[config.mk]
export PLATFORM = sky130hd
export DESIGN_NAME = cdp_core
export DESIGN_NICKNAME = d
export VERILOG_FILES = /design/src/rtl/cdp_pkg.sv /design/src/rtl/cdp_regfile.sv /design/src/rtl/cdp_core.sv
export SDC_FILE = /design/constraint.sdc
export NUM_CORES = 1
export LEC_CHECK = 0
export BUFFER_PORTS_ARGS = -buffer_cell sky130_fd_sc_hd__buf_2
export CAP_MARGIN = 15
export CORE_MARGIN = 8
export CORE_UTILIZATION = 55
export DETAILED_ROUTE_END_ITERATION = 6
export PLACE_DENSITY = 0.72
export SYNTH_ARGS = -nofsm -noshare
export SYNTH_HDL_FRONTEND = slang
export SYNTH_SLANG_ARGS = --single-unit
[constraint.sdc]
create_clock -name ref_clk -period 11.55 [get_ports ref_clk]
set_clock_uncertainty 0.15 [all_clocks]
set_input_delay 2.31 -clock ref_clk [delete_from_list [all_inputs] [get_ports ref_clk]]
set_output_delay 2.31 -clock ref_clk [all_outputs]
set_load 0.1 [all_outputs]
[src/rtl/cdp_pkg.sv]
// Shared constants, instruction field layouts and carrier types for the core datapath.
// Assumes a 16-bit instruction word and a 6-bit I/O space outside the core.
`default_nettype none

package cdp_pkg;

  localparam int PC_W        = 9;
  localparam int DATA_W      = 8;
  localparam int IO_AW       = 6;
  localparam int RA_W        = 5;
  localparam int NREG        = 32;
  localparam int STACK_DEPTH = 3;

  localparam logic [8:0] PC_RESET      = 9'h000;
  localparam logic [7:0] FLAGS_RESET   = 8'h00;
  localparam logic [5:0] IO_FLAGS_ADDR = 6'h3F;
  localparam logic [4:0] PTR_LO_REG    = 5'h1E;
  localparam logic [4:0] PTR_HI_REG    = 5'h1F;
  localparam logic [7:0] IND_IO_BASE   = 8'h20;
  localparam logic [7:0] IND_IO_LAST   = 8'h5F;
  localparam logic [7:0] ONE_BYTE      = 8'h01;

  // Major opcodes, instruction bits 15..12
  localparam logic [3:0] OP_ARITH = 4'h0;
  localparam logic [3:0] OP_LOGIC = 4'h1;
  localparam logic [3:0] OP_CMP   = 4'h2;
  localparam logic [3:0] OP_SUBTRACT_IMMEDIATE_INSTR  = 4'h3;
  localparam logic [3:0] OP_SUBTRACT_CARRY_IMMEDIATE_INSTR  = 4'h4;
  localparam logic [3:0] OP_CPI   = 4'h5;
  localparam logic [3:0] OP_AND_IMMEDIATE_INSTR  = 4'h6;
  localparam logic [3:0] OP_ORI   = 4'h7;
  localparam logic [3:0] OP_MISC  = 4'h8;
  localparam logic [3:0] OP_IOMOV = 4'h9;
  localparam logic [3:0] OP_IOBIT = 4'hA;
  localparam logic [3:0] OP_RJMP  = 4'hC;
  localparam logic [3:0] OP_RELATIVE_CALL_INSTR = 4'hD;
  localparam logic [3:0] OP_LDI   = 4'hE;

  // Two-register sub-ops: ARITH add/adc/sub/sbc, LOGIC and/or/eor/mov, CMP cp/cpc
  localparam logic [1:0] RS_AND = 2'h0;
  localparam logic [1:0] RS_OR  = 2'h1;
  localparam logic [1:0] RS_EOR = 2'h2;
  localparam logic [1:0] RS_MOV = 2'h3;

  // Single-register and miscellaneous sub-ops
  localparam logic [3:0] MS_INC  = 4'h0;
  localparam logic [3:0] MS_DEC  = 4'h1;
  localparam logic [3:0] MS_LSR  = 4'h2;
  localparam logic [3:0] MS_LD   = 4'h3;
  localparam logic [3:0] MS_ST   = 4'h4;
  localparam logic [3:0] MS_LPM  = 4'h5;
  localparam logic [3:0] MS_BST  = 4'h6;
  localparam logic [3:0] MS_BLD  = 4'h7;
  localparam logic [3:0] MS_RET  = 4'h8;
  localparam logic [3:0] MS_INTERRUPT_RETURN_INSTR = 4'h9;

  // I/O bit sub-ops
  localparam logic [1:0] BS_SET   = 2'h0;
  localparam logic [1:0] BS_CLR   = 2'h1;
  localparam logic [1:0] BS_SKIPS = 2'h2;
  localparam logic [1:0] BS_SKIPC = 2'h3;

  typedef struct packed {
    logic [3:0] op;
    logic [1:0] sub;
    logic [4:0] d;
    logic [4:0] r;
  } cdp_rr_s;

  typedef struct packed {
    logic [3:0] op;
    logic [3:0] d;
    logic [7:0] k;
  } cdp_imm_s;

  typedef struct packed {
    logic [3:0] op;
    logic [3:0] sub;
    logic [2:0] bitn;
    logic [4:0] d;
  } cdp_misc_s;

  typedef struct packed {
    logic [3:0] op;
    logic       out;
    logic [5:0] a;
    logic [4:0] d;
  } cdp_iomov_s;

  typedef struct packed {
    logic [3:0] op;
    logic [1:0] sub;
    logic [4:0] a;
    logic [1:0] pad;
    logic [2:0] bitn;
  } cdp_iobit_s;

  typedef struct packed {
    logic [3:0]  op;
    logic [11:0] k;
  } cdp_rel_s;

  typedef struct packed {
    logic [7:0] hi;
    logic [7:0] lo;
  } cdp_ptr_s;

  typedef struct packed {
    logic i;
    logic t;
    logic h;
    logic s;
    logic v;
    logic n;
    logic z;
    logic c;
  } cdp_flags_s;

  typedef struct packed {
    logic [5:0] addr;
    logic [7:0] wdata;
    logic       we;
    logic       re;
  } cdp_io_req_s;

  typedef enum logic {
    PIPE_FLUSHED,
    PIPE_FULL
  } cdp_pipe_e;

  function automatic logic cdp_is_imm_op(input logic [3:0] op);
    return (op == OP_SUBTRACT_IMMEDIATE_INSTR) || (op == OP_SUBTRACT_CARRY_IMMEDIATE_INSTR) || (op == OP_CPI) || (op == OP_AND_IMMEDIATE_INSTR) ||
           (op == OP_ORI) || (op == OP_LDI);
  endfunction

endpackage

`default_nettype wire

[src/rtl/cdp_regfile.sv]
// Working register file: two combinational read ports, one write port, pointer pair out.
// Assumes one clock; contents are left untouched by reset.
`default_nettype none

module cdp_regfile #(
  parameter int NREG = cdp_pkg::NREG,
  parameter int AW   = cdp_pkg::RA_W
) (
  input  wire logic             ref_clk,
  input  wire logic [AW-1:0]    rd_addr_a,
  output logic [7:0]            rd_data_a,
  input  wire logic [AW-1:0]    rd_addr_b,
  output logic [7:0]            rd_data_b,
  input  wire logic             wr_en,
  input  wire logic [AW-1:0]    wr_addr,
  input  wire logic [7:0]       wr_data,
  output cdp_pkg::cdp_ptr_s     ptr
);

  if (NREG != (1 << AW) || NREG < 32) begin : g_bad_size
    $error("cdp_regfile: NREG must be 2**AW and at least 32");
  end

  logic [7:0] regs [NREG];

  assign rd_data_a = regs[rd_addr_a];
  assign rd_data_b = regs[rd_addr_b];
  assign ptr.lo    = regs[cdp_pkg::PTR_LO_REG];
  assign ptr.hi    = regs[cdp_pkg::PTR_HI_REG];

  // Written at the end of the same cycle that read the operands
  always_ff @(posedge ref_clk) begin
    if (wr_en) begin
      regs[wr_addr] <= wr_data;
    end
  end

endmodule // cdp_regfile

`default_nettype wire

[src/rtl/cdp_core.sv]
// Execution core: decode, ALU, flags, program counter, return stack, I/O access.
// Assumes program memory and I/O space answer combinationally in the cycle addressed.
//
// Behaviour
// - Immediate instructions can only name registers 16 to 31.
// - All other register instructions reach any register in one cycle.
// - Registers 30 and 31 form the pointer; high byte ignored for register access.
// - Indirect register access selects the register by the pointer low byte.
// - Nine-bit program counter over 512 sixteen-bit instruction words.
// - Two-register operations other than compares read both and write the first operand register.
// - I/O direct addressing takes a six-bit address from the instruction.
// - Relative jump and call go to program counter plus offset plus one.
// - Constant fetch uses pointer bits 9..1 as word, bit 0 picks byte.
// - Three-level, nine-bit return stack shared by calls and interrupts.
// - Call or interrupt writes level 0 and shifts older levels down.
// - Return loads counter from level 0 and shifts levels up.
// - Oldest entry lost past three pushes; deepest level kept on pop.
// - Read operands, compute and write back within one clock.
// - Next instruction fetched while current executes.
// - Register to I/O moves; bit set, clear and skip only below 0x20.
// - Flag bit 7 is interrupt enable, cleared on entry, set on interrupt return.
// - No interrupt is taken while the interrupt enable is clear.
// - Flag bit 6 is the bit copy store for bit store and load.
// - Sign flag always equals negative xor overflow.
// - Flags live at I/O 0x3F, read/write except the sign flag, reset to zero.
`default_nettype none

module cdp_core #(
  parameter int PC_W        = cdp_pkg::PC_W,
  parameter int STACK_DEPTH = cdp_pkg::STACK_DEPTH
) (
  input  wire logic              ref_clk,
  input  wire logic              resetn,
  output logic [PC_W-1:0]        pm_addr,
  input  wire logic [15:0]       pm_rdata,
  output cdp_pkg::cdp_io_req_s   io_req,
  input  wire logic [7:0]        io_rdata,
  input  wire logic              irq_req,
  input  wire logic [PC_W-1:0]   irq_vector,
  output logic                   irq_ack,
  output cdp_pkg::cdp_flags_s    cpu_flags,
  output logic [PC_W-1:0]        program_counter
);

  // Offsets are added modulo the counter width, so it must not exceed the offset field
  if (PC_W < 1 || PC_W > 12 || STACK_DEPTH < 2) begin : g_bad_param
    $error("cdp_core: PC_W must be 1..12 and STACK_DEPTH at least 2");
  end

  logic [15:0]          ir_reg;
  logic [15:0]          ir_next;
  cdp_pkg::cdp_pipe_e   pipe_reg;
  cdp_pkg::cdp_pipe_e   pipe_next;
  logic [PC_W-1:0]      pc_reg;
  logic [PC_W-1:0]      pc_next;
  logic [PC_W-1:0]      epc_reg;
  logic [PC_W-1:0]      epc_next;
  cdp_pkg::cdp_flags_s  flags_reg;
  cdp_pkg::cdp_flags_s  flags_next;
  logic [PC_W-1:0]      stk_reg [STACK_DEPTH];

  cdp_pkg::cdp_rr_s     f_rr;
  cdp_pkg::cdp_imm_s    f_imm;
  cdp_pkg::cdp_misc_s   f_misc;
  cdp_pkg::cdp_iomov_s  f_io;
  cdp_pkg::cdp_iobit_s  f_bit;
  cdp_pkg::cdp_rel_s    f_rel;
  cdp_pkg::cdp_ptr_s    ptr;

  assign f_rr   = cdp_pkg::cdp_rr_s'(ir_reg);
  assign f_imm  = cdp_pkg::cdp_imm_s'(ir_reg);
  assign f_misc = cdp_pkg::cdp_misc_s'(ir_reg);
  assign f_io   = cdp_pkg::cdp_iomov_s'(ir_reg);
  assign f_bit  = cdp_pkg::cdp_iobit_s'(ir_reg);
  assign f_rel  = cdp_pkg::cdp_rel_s'(ir_reg);

  wire logic [3:0] op       = f_rr.op;
  wire logic       ex_valid = (pipe_reg == cdp_pkg::PIPE_FULL);
  wire logic       take_irq = ex_valid && flags_reg.i && irq_req;
  wire logic       run      = ex_valid && !take_irq;
  wire logic       imm_op   = cdp_pkg::cdp_is_imm_op(op);
  wire logic       rr_op    = (op == cdp_pkg::OP_ARITH) || (op == cdp_pkg::OP_LOGIC) ||
                              (op == cdp_pkg::OP_CMP);
  wire logic       is_misc  = run && (op == cdp_pkg::OP_MISC);
  wire logic [3:0] msub     = f_misc.sub;

  wire logic do_ld    = is_misc && (msub == cdp_pkg::MS_LD);
  wire logic do_st    = is_misc && (msub == cdp_pkg::MS_ST);
  wire logic do_lpm   = is_misc && (msub == cdp_pkg::MS_LPM);
  wire logic do_bst   = is_misc && (msub == cdp_pkg::MS_BST);
  wire logic do_bld   = is_misc && (msub == cdp_pkg::MS_BLD);
  wire logic do_interrupt_return_instr  = is_misc && (msub == cdp_pkg::MS_INTERRUPT_RETURN_INSTR);
  wire logic do_ret   = is_misc && ((msub == cdp_pkg::MS_RET) || do_interrupt_return_instr);
  wire logic do_rjmp  = run && (op == cdp_pkg::OP_RJMP);
  wire logic do_relative_call_instr = run && (op == cdp_pkg::OP_RELATIVE_CALL_INSTR);
  wire logic do_in    = run && (op == cdp_pkg::OP_IOMOV) && !f_io.out;
  wire logic do_out   = run && (op == cdp_pkg::OP_IOMOV) && f_io.out;
  wire logic do_iobit = run && (op == cdp_pkg::OP_IOBIT);
  wire logic bit_wr   = do_iobit && ((f_bit.sub == cdp_pkg::BS_SET) ||
                                     (f_bit.sub == cdp_pkg::BS_CLR));

  // Pointer: only the low byte matters when it names a register or I/O location
  wire logic [7:0] zl         = ptr.lo;
  wire logic       ind_is_reg = zl < cdp_pkg::IND_IO_BASE;
  wire logic       ind_is_io  = !ind_is_reg && (zl <= cdp_pkg::IND_IO_LAST);
  wire logic [7:0] ind_off    = zl - cdp_pkg::IND_IO_BASE;

  // Register file ports
  logic [4:0] ra;
  logic [4:0] rb;
  logic [7:0] rd_a;
  logic [7:0] rd_b;
  logic       rf_we;
  logic [4:0] rf_wa;
  logic [7:0] rf_wd;

  assign ra = imm_op ? {1'h1, f_imm.d} : (rr_op ? f_rr.d : f_misc.d);
  assign rb = (op == cdp_pkg::OP_MISC) ? zl[4:0] : f_rr.r;

  cdp_regfile #(
    .NREG (cdp_pkg::NREG),
    .AW   (cdp_pkg::RA_W)
  ) u_regfile (
    .ref_clk   (ref_clk),
    .rd_addr_a (ra),
    .rd_data_a (rd_a),
    .rd_addr_b (rb),
    .rd_data_b (rd_b),
    .wr_en     (rf_we),
    .wr_addr   (rf_wa),
    .wr_data   (rf_wd),
    .ptr       (ptr)
  );

  // I/O access
  wire logic [5:0] io_addr   = do_iobit ? {1'h0, f_bit.a} :
                               (op == cdp_pkg::OP_MISC) ? ind_off[5:0] : f_io.a;
  wire logic       io_rd     = do_in || do_iobit || (do_ld && ind_is_io);
  wire logic       io_wr     = do_out || bit_wr || (do_st && ind_is_io);
  wire logic       hit_flags = (io_addr == cdp_pkg::IO_FLAGS_ADDR);
  wire logic [7:0] io_val    = hit_flags ? flags_reg : io_rdata;
  wire logic [7:0] bit_mask  = cdp_pkg::ONE_BYTE << f_bit.bitn;
  wire logic [7:0] bit_mask_m = cdp_pkg::ONE_BYTE << f_misc.bitn;
  wire logic [7:0] io_wd     = !bit_wr ? rd_a :
                               (f_bit.sub == cdp_pkg::BS_SET) ? (io_val | bit_mask) :
                               (io_val & ~bit_mask);
  wire logic       flags_we  = io_wr && hit_flags;
  wire logic       io_bit    = io_val[f_bit.bitn];
  wire logic       skip      = do_iobit && (((f_bit.sub == cdp_pkg::BS_SKIPS) && io_bit) ||
                                            ((f_bit.sub == cdp_pkg::BS_SKIPC) && !io_bit));

  // Flags are held inside the core, never forwarded to the I/O space
  assign io_req.addr  = io_addr;
  assign io_req.wdata = io_wd;
  assign io_req.we    = io_wr && !hit_flags;
  assign io_req.re    = io_rd && !hit_flags;

  // ALU: one adder serves add, subtract, compare, increment and decrement
  logic       a_sub;
  logic       a_usec;
  logic [7:0] a_b;
  always_comb begin
    a_sub  = 1'h0;
    a_usec = 1'h0;
    a_b    = rd_b;
    case (op)
      cdp_pkg::OP_ARITH: begin
        a_sub  = f_rr.sub[1];
        a_usec = f_rr.sub[0];
      end
      cdp_pkg::OP_CMP: begin
        a_sub  = 1'h1;
        a_usec = f_rr.sub[0];
      end
      // Two-register logic takes its second operand from the file, not the word
      cdp_pkg::OP_LOGIC: a_b = rd_b;
      cdp_pkg::OP_SUBTRACT_IMMEDIATE_INSTR,
      cdp_pkg::OP_CPI: begin
        a_sub = 1'h1;
        a_b   = f_imm.k;
      end
      cdp_pkg::OP_SUBTRACT_CARRY_IMMEDIATE_INSTR: begin
        a_sub  = 1'h1;
        a_usec = 1'h1;
        a_b    = f_imm.k;
      end
      cdp_pkg::OP_MISC: begin
        a_sub = (msub == cdp_pkg::MS_DEC);
        a_b   = cdp_pkg::ONE_BYTE;
      end
      default: a_b = f_imm.k;
    endcase
  end

  wire logic [7:0] b_eff = a_sub ? ~a_b : a_b;
  wire logic       cin   = a_sub ^ (a_usec & flags_reg.c);
  wire logic [8:0] sum   = {1'h0, rd_a} + {1'h0, b_eff} + {8'h00, cin};
  wire logic [4:0] hsum  = {1'h0, rd_a[3:0]} + {1'h0, b_eff[3:0]} + {4'h0, cin};
  wire logic       s_v   = (rd_a[7] == b_eff[7]) && (sum[7] != rd_a[7]);
  wire logic       s_z   = (sum[7:0] == 8'h00) && (!a_usec || flags_reg.z);

  logic [7:0]          alu_res;
  logic                alu_we;
  cdp_pkg::cdp_flags_s alu_fl;
  logic                alu_upd;
  always_comb begin
    alu_res = sum[7:0];
    alu_we  = 1'h0;
    alu_upd = 1'h0;
    alu_fl  = flags_reg;
    case (op)
      cdp_pkg::OP_ARITH, cdp_pkg::OP_CMP, cdp_pkg::OP_SUBTRACT_IMMEDIATE_INSTR,
      cdp_pkg::OP_SUBTRACT_CARRY_IMMEDIATE_INSTR, cdp_pkg::OP_CPI: begin
        alu_we   = (op != cdp_pkg::OP_CMP) && (op != cdp_pkg::OP_CPI);
        alu_upd  = 1'h1;
        alu_fl.h = a_sub ^ hsum[4];
        alu_fl.c = a_sub ^ sum[8];
        alu_fl.v = s_v;
        alu_fl.n = sum[7];
        alu_fl.z = s_z;
      end
      cdp_pkg::OP_LOGIC, cdp_pkg::OP_AND_IMMEDIATE_INSTR, cdp_pkg::OP_ORI: begin
        if (op == cdp_pkg::OP_AND_IMMEDIATE_INSTR ||
            (op == cdp_pkg::OP_LOGIC && f_rr.sub == cdp_pkg::RS_AND)) begin
          alu_res = rd_a & a_b;
        end else if (op == cdp_pkg::OP_ORI || f_rr.sub == cdp_pkg::RS_OR) begin
          alu_res = rd_a | a_b;
        end else if (f_rr.sub == cdp_pkg::RS_EOR) begin
          alu_res = rd_a ^ a_b;
        end else begin
          alu_res = a_b;
        end
        alu_we   = 1'h1;
        alu_upd  = (op != cdp_pkg::OP_LOGIC) || (f_rr.sub != cdp_pkg::RS_MOV);
        alu_fl.v = 1'h0;
        alu_fl.n = alu_res[7];
        alu_fl.z = (alu_res == 8'h00);
      end
      cdp_pkg::OP_LDI: begin
        alu_res = f_imm.k;
        alu_we  = 1'h1;
      end
      cdp_pkg::OP_MISC: begin
        if (msub == cdp_pkg::MS_LSR) begin
          alu_res  = rd_a >> 1;
          alu_fl.c = rd_a[0];
          alu_fl.n = 1'h0;
          alu_fl.v = rd_a[0];
        end else begin
          alu_fl.v = s_v;
          alu_fl.n = sum[7];
        end
        alu_fl.z = (alu_res == 8'h00);
        alu_we   = (msub == cdp_pkg::MS_INC) || (msub == cdp_pkg::MS_DEC) ||
                   (msub == cdp_pkg::MS_LSR);
        alu_upd  = alu_we;
      end
      default: alu_we = 1'h0;
    endcase
  end

  // Register write-back, completed in the same cycle as the operand read
  always_comb begin
    rf_we = 1'h0;
    rf_wa = ra;
    rf_wd = alu_res;
    if (do_ld) begin
      rf_we = ind_is_reg || ind_is_io;
      rf_wd = ind_is_reg ? rd_b : io_val;
    end else if (do_st) begin
      rf_we = ind_is_reg;
      rf_wa = zl[4:0];
      rf_wd = rd_a;
    end else if (do_lpm) begin
      rf_we = 1'h1;
      rf_wd = zl[0] ? pm_rdata[15:8] : pm_rdata[7:0];
    end else if (do_bld) begin
      rf_we = 1'h1;
      rf_wd = flags_reg.t ? (rd_a | bit_mask_m) : (rd_a & ~bit_mask_m);
    end else if (do_in) begin
      rf_we = 1'h1;
      rf_wd = io_val;
    end else begin
      rf_we = run && alu_we;
    end
  end

  // Flags: software write, ALU update, interrupt entry and return
  always_comb begin
    flags_next = flags_reg;
    if (run && alu_upd) begin
      flags_next = alu_fl;
    end
    if (do_bst) begin
      flags_next.t = rd_a[f_misc.bitn];
    end
    if (flags_we) begin
      flags_next = cdp_pkg::cdp_flags_s'(io_wd);
    end
    if (do_interrupt_return_instr) begin
      flags_next.i = 1'h1;
    end
    if (take_irq) begin
      flags_next.i = 1'h0;
    end
    flags_next.s = flags_next.n ^ flags_next.v;
  end

  // Program counter and prefetch; pc_reg is the fetch address, one past epc_reg
  wire logic [15:0]     ptr_word = ptr >> 1;
  wire logic [PC_W-1:0] rel_tgt  = pc_reg + f_rel.k[PC_W-1:0];
  wire logic            push     = do_relative_call_instr || take_irq;
  wire logic [PC_W-1:0] push_pc  = take_irq ? epc_reg : pc_reg;

  assign pm_addr = do_lpm ? ptr_word[PC_W-1:0] : pc_reg;

  always_comb begin
    ir_next   = pm_rdata;
    pc_next   = pc_reg + 1'h1;
    epc_next  = pc_reg;
    pipe_next = cdp_pkg::PIPE_FULL;
    irq_ack   = take_irq;
    if (take_irq) begin
      pc_next   = irq_vector;
      pipe_next = cdp_pkg::PIPE_FLUSHED;
    end else if (do_rjmp || do_relative_call_instr) begin
      pc_next   = rel_tgt;
      pipe_next = cdp_pkg::PIPE_FLUSHED;
    end else if (do_ret) begin
      pc_next   = stk_reg[0];
      pipe_next = cdp_pkg::PIPE_FLUSHED;
    end else if (do_lpm) begin
      // Memory port was borrowed for the constant, so the fetch is repeated
      pc_next   = pc_reg;
      epc_next  = epc_reg;
      pipe_next = cdp_pkg::PIPE_FLUSHED;
    end else if (skip) begin
      pipe_next = cdp_pkg::PIPE_FLUSHED;
    end
  end

  always_ff @(posedge ref_clk) begin
    if (!resetn) begin
      ir_reg    <= 16'h0000;
      pipe_reg  <= cdp_pkg::PIPE_FLUSHED;
      pc_reg    <= cdp_pkg::PC_RESET[PC_W-1:0];
      epc_reg   <= cdp_pkg::PC_RESET[PC_W-1:0];
      flags_reg <= cdp_pkg::FLAGS_RESET;
    end else begin
      ir_reg    <= ir_next;
      pipe_reg  <= pipe_next;
      pc_reg    <= pc_next;
      epc_reg   <= epc_next;
      flags_reg <= flags_next;
    end
  end

  // Return stack; a push past the depth drops the oldest, a pop keeps the deepest
  always_ff @(posedge ref_clk) begin
    if (!resetn) begin
      for (int i = 0; i < STACK_DEPTH; i++) begin
        stk_reg[i] <= '0;
      end
    end else if (push) begin
      stk_reg[0] <= push_pc;
      for (int i = 1; i < STACK_DEPTH; i++) begin
        stk_reg[i] <= stk_reg[i-1];
      end
    end else if (do_ret) begin
      for (int i = 0; i < STACK_DEPTH - 1; i++) begin
        stk_reg[i] <= stk_reg[i+1];
      end
    end
  end

  assign cpu_flags       = flags_reg;
  assign program_counter = epc_reg;

endmodule // cdp_core

`default_nettype wire

Word level (Yosys, flattened, before mapping)
Memories as Yosys holds them, arrays and structs flattened. Index checks and enable logic that the tools add are counted.

Add/sub/neg operators: 7. Order comparisons: 4. Equal/unequal tests: 34. Shifts and indexed selects: 2. Multiplexer cells: 75. Bitwise gates (word level): 21. Reductions and logical operators: 85.

Operator list (number): two-way mux 8 bit (19); two-way mux 9 bit (15); logical AND 1 bit (33); equality test 4 x 3 -> 1 bit, second input constant (8); equality test 4 bit, second input constant (8); two-way mux 5 bit (5); AND 8 bit (3); zero test 8 bit (3); NOT 8 bit (3); bitwise OR 8 bit (3); case mux 8 bit (3 select lines) (1); logical OR 1 bit (23); two-way mux 1 bit (22); two-way mux 6 bit (3); equality test 4 x 2 -> 1 bit, second input constant (4); case mux 8 bit (2 select lines) (1); left shift 1 x 3 -> 8 bit, first input constant (2); OR reduction 5 bit (2); adder 8 x 8 -> 9 bit (1); adder 9 x 1 -> 9 bit (1); adder 9 x 1 -> 9 bit, second input constant (1); adder 9 bit (1); case mux 1 bit (3 select lines) (3); case mux 3 bit (3 select lines) (1); 36 further kinds (62).

Register bits after elaboration: 43. Bits in writable memories: 283. Input port bits: 36. Output and inout bits: 43. Word-level logic and storage cells: 242. Memories kept: 2.

Memories: u_regfile.regs (depth 32, bits a word 8, read ports 4, clocked after memory_dff 0, wr ports 1, RTL line cdp_regfile.sv:24) `logic [7:0] regs [NREG];`; stk_reg (depth 3, bits a word 9, read ports 3, clocked after memory_dff 0, wr ports 3, RTL line cdp_core.sv:60) `logic [PC_W-1:0] stk_reg [STACK_DEPTH];`.

Longest topological paths before layout
An unclocked memory read counts as a cell.

Depth in word-level cells: 19. Depth in mapped cells: 27. Gate-level depth less buffers: 23.

Hierarchy
From an unflattened synthesis, not the netlist that was laid out.

Cells, all modules: 1436. Area, all modules: 18873.1 µm².

By module, submodules not included: cdp_regfile (times used 1, cells an instance 516, area each 11887.7 µm², sequential area each 7687.4 µm²); cdp_core (times used 1, cells an instance 920, area each 6985.4 µm², sequential area each 1671.6 µm²).

Worst setup path after synthesis
No wires, ideal clock.

Kind: input-to-output. From: input irq_req. To: output pm_addr[0]. Data arrival time: 6.112 ns. Data required time: 9.090 ns. Setup slack: 2.978 ns. Stages: 8. Path buffers: 3. Path through: a21boi_0 -> nand3_1 -> or4_1 -> clkbuf_1 -> or2_2 -> clkbuf_1 -> clkbuf_1 -> o21ai_0.

Longest elaborated chain between the ends: 6.

Ends and longest elaborated chain: start: declaration (RTL line cdp_core.sv:38) `input wire logic irq_req,`; logical AND 1 bit (RTL line cdp_core.sv:79) `wire logic take_irq = ex_valid && flags_reg.i && irq_req;`; zero test 1 bit (RTL line cdp_core.sv:80) `wire logic run = ex_valid && !take_irq;`; logical AND 1 bit (RTL line cdp_core.sv:80); logical AND 1 bit (RTL line cdp_core.sv:84) `wire logic is_misc = run && (op == cdp_pkg::OP_MISC);`; logical AND 1 bit (RTL line cdp_core.sv:89) `wire logic do_lpm = is_misc && (msub == cdp_pkg::MS_LPM);`; two-way mux 9 bit (RTL line cdp_core.sv:315) `assign pm_addr = do_lpm ? ptr_word[PC_W-1:0] : pc_reg;`; end: declaration (RTL line cdp_core.sv:34) `output logic [PC_W-1:0] pm_addr,`.

No other way between the ends.

Final worst setup path
From: register ir_reg[15] (netlist: f_bit[15]). To: memory u_regfile.regs[22][6], data pin.

Longest elaborated chain between the ends: 19. Elaborated cells on any way between the ends: 70. Those cells by class: add/sub (2); eq/ne (12); mux (24); bitwise (8); reduce/logical (23); memory (1).

Ends and longest elaborated chain: start: declaration (RTL line cdp_core.sv:50) `logic [15:0] ir_reg;`; start signal: assignment (RTL line cdp_core.sv:350) `ir_reg <= ir_next;`; branches (longest 18 deep; another with adder 8 x 8 -> 9 bit); two-way mux 8 bit (*) (RTL line cdp_core.sv:267) `if (do_ld) begin`; net rf_wd[6] (RTL line cdp_core.sv:115) `logic [7:0] rf_wd;`; end: declaration (RTL line cdp_regfile.sv:24).

Mark *: on every way through the listed nets, which the timed path passes. The select of a mux whose other input is x is not followed.

==> flow_summary.ini <==
[run_status]
status = finished clean

[drt]
ant_nets = 0
route.vias.total = 17800
routedWlPerCell_um = 29.1
drtIter0Drc = 2830
wirelength_um = 73800
drtPass1Iterations = 6
vias_per_cell = 7.03
drc = 0

[setup_path]
cp.arrival_ps = 8280
cp-start-kind = flop
r2r_cells = 25
cp_max_fo = 32
end_kind = flop
path_class = reg -> reg
crit_required_ps = 11660

[global_route]
grt_pass1_vias = 16700
antenna_found_initial = 1
grt_pass1_wl_um = 109000
grt_max_degree = 55
grt.total_usage_pct = 34.4
gr-total-overflow = 0

[cells_and_area]
final_cell_mix = nand2_1, edfxtp_1, nor2_1, mux2i_1, a21oi_1
mostFrequentLayoutCell = nand2_1
area_growth_pct = 10.2
drive_gt1_share_pct = 12.8
largest_reg_flops = 256
layout.nets = 2122
insertedDiodeCount = 0

[yosys]
synth-warning-count = 0
synth_area_sq_mm = 0.0198
synthArstFlopShare_pct = 0
synth_edf_count = 283
ys_ff_latch = 326
netlist_instances = 2025
synth_cell_types = 88
synth_area_per_cell_sq_um = 9.79
ys_seq_area_share_pct = 47.2
synth_fp_nets = 2096
yosysTopAreaCellShare_pct = 42.9
yosysTopAreaCell = edfxtp_1
synth.area.top_cells = edfxtp_1, mux2i_1, nand2_1
synth_ff_type = edfxtp_1

[sta]
drv_slew = 0
finalCritPeriodShare_pct = 70.7
max_freq_mhz = 122
slew_headroom_pct = 10.2
rsz0062_at_grt = no
tightest_slew_ps = 1340
setup_viol = 0
fin_crit_ps = 8160
finalHoldViolations = 0
setup_tns_ps = 0

[cts]
cts_hold_buf = 0
h-tree-depth = 2
cts.sinks = 326
ctsRootBufferMaster = clkbuf_16
clk_pin_slew_worst_paths_ps = 60
clock_latency_ps = 570
numCtsBuffers = 38
cts_tree = built
ctsLongestPathBuffers = 3
post_cts_resized = 0
post_cts_buffers = 0

[min_path]
hold_path.class = reg -> reg
whs_path_depth = 2

[place]
port_buffers = 78
dp_hpwl_um = 50100
gp_congestion = 0.970

[die]
initial_utilization_pct = 55.7
die_y_um = 206
row_count = 69
core_sq_mm = 0.0356
io_pins = 79
dieArea_sq_mm = 0.0424
die_x_um = 206

[pwr]
powerDensity_mw_per_mm2 = 184
power_mw = 4.02
vdd_drop_max_mv = 0.157
p_leak_nw = 7.97

[flow_run]
cap_violations = 0
## where the power goes
| group | leakage (nW) | switching [mW] | internal, mW | total [mW] |
|---|---|---|---|---|
| registers | 2.95 | 0.0297 | 1.51 | 1.54 |
| logic | 4.39 | 0.891 | 0.322 | 1.21 |
| clock network | 0.624 | 0.499 | 0.761 | 1.26 |
## critical path: stages (launching register included)
cell and delay (ps):
dfxtp_1 820, nor4b_4 320, buf_4 420, mux2_2 710, nor2_1 1100, nand3_1 180, a31oi_1 470, nor4_1 150
buf_4 190, nand2_1 60, o21ai_0 190, xor2_1 220, fa_1 410, inv_1 90, fa_1 220, nor2b_1 60
o21ai_0 230, a21boi_0 170, o21a_1 190, nor2_1 160, xnor2_1 120, a221o_1 330, a211o_1 270, a21oi_1 180
o221ai_2 170, buf_4 280
## logic make-up after synthesis
family / Yosys count / synth area share, %
XOR/XNOR: 32 / 1.41
multiplexers: 168 / 9.07
AND/OR/NAND/NOR: 735 / 16.5
flip-flops: 326 / 47.2
adder cells (fa/ha/maj): 35 / 2.32
AO/OA/AOI/OAI: 530 / 18.8
buffers and inverters: 199 / 4.75
## synth_stat cells (5+ instances only)
cell type / number
buf_2: 41
edfxtp_1: 283
and2_1: 34
clkbuf_1: 72
mux2_2: 16
ha_1: 32
o22ai_1: 6
a21o_1: 8
nor3_1: 38
nand2b_1: 12
mux2i_1: 143
a211oi_1: 83
o21ai_0: 68
a21boi_0: 8
a32oi_1: 45
o31ai_1: 7
o21ai_1: 6
or3_1: 8
a221oi_1: 9
a311oi_1: 5
mux4_2: 6
a32o_1: 6
a21oi_1: 134
dfxtp_1: 43
a22o_1: 11
nand4_1: 13
nand3_1: 56
o21a_1: 6
o211ai_1: 18
buf_4: 14
a22oi_1: 23
or2_2: 9
nor2b_1: 14
inv_1: 53
o221ai_1: 10
a221o_1: 5
nand2_1: 339
nor4_1: 7
xnor2_1: 21
and3_1: 6
xor2_1: 11
nor2_1: 173
a31oi_1: 22
buf_6: 12
nand3b_1: 6
## final timing paths
path | start | to | slack (ps)
setup / recovery | f_bit[15] | u_regfile.regs[22][6] | 3390
hold / removal | program_counter[7] | program_counter[7] | 330
setup reg to reg | f_bit[15] | u_regfile.regs[22][6] | 3390
hold reg to reg | program_counter[7] | program_counter[7] | 330
## through the flow
stage               util (%)  setup slack [ps]  instances  instance area [sq um]  hold slack [ps]
floorplan                  -              2980       2025                  19800              358
global placement        57.6              3520       2467                  20500              310
detailed placement      57.7              3700       2468                  20500              322
CTS                     61.3              3630       2535                  21800              326
global route            61.4              3150       2539                  21800              351
finish                  61.4              3390       2539                  21800              328
## cell type report
class	count	area, sq um
Fill cell	2946	13700
Clock buffer	52	1070
Sequential cell	326	9360
Timing Repair Buffer	128	776
Tap cell	461	577
Clock inverter	15	226
Inverter	57	214
Multi-Input combinational cell	1500	9630
## layer usage
layer  vias up  track usage, %  wire length [um]
li1       7611               -                 -
met1      8407            44.2             26900
met2      1465            51.8             31800
met3       365            7.82              9510
met4         0            22.1              5580
met5         -               0                 0
Power figures use the tool's default switching activity.
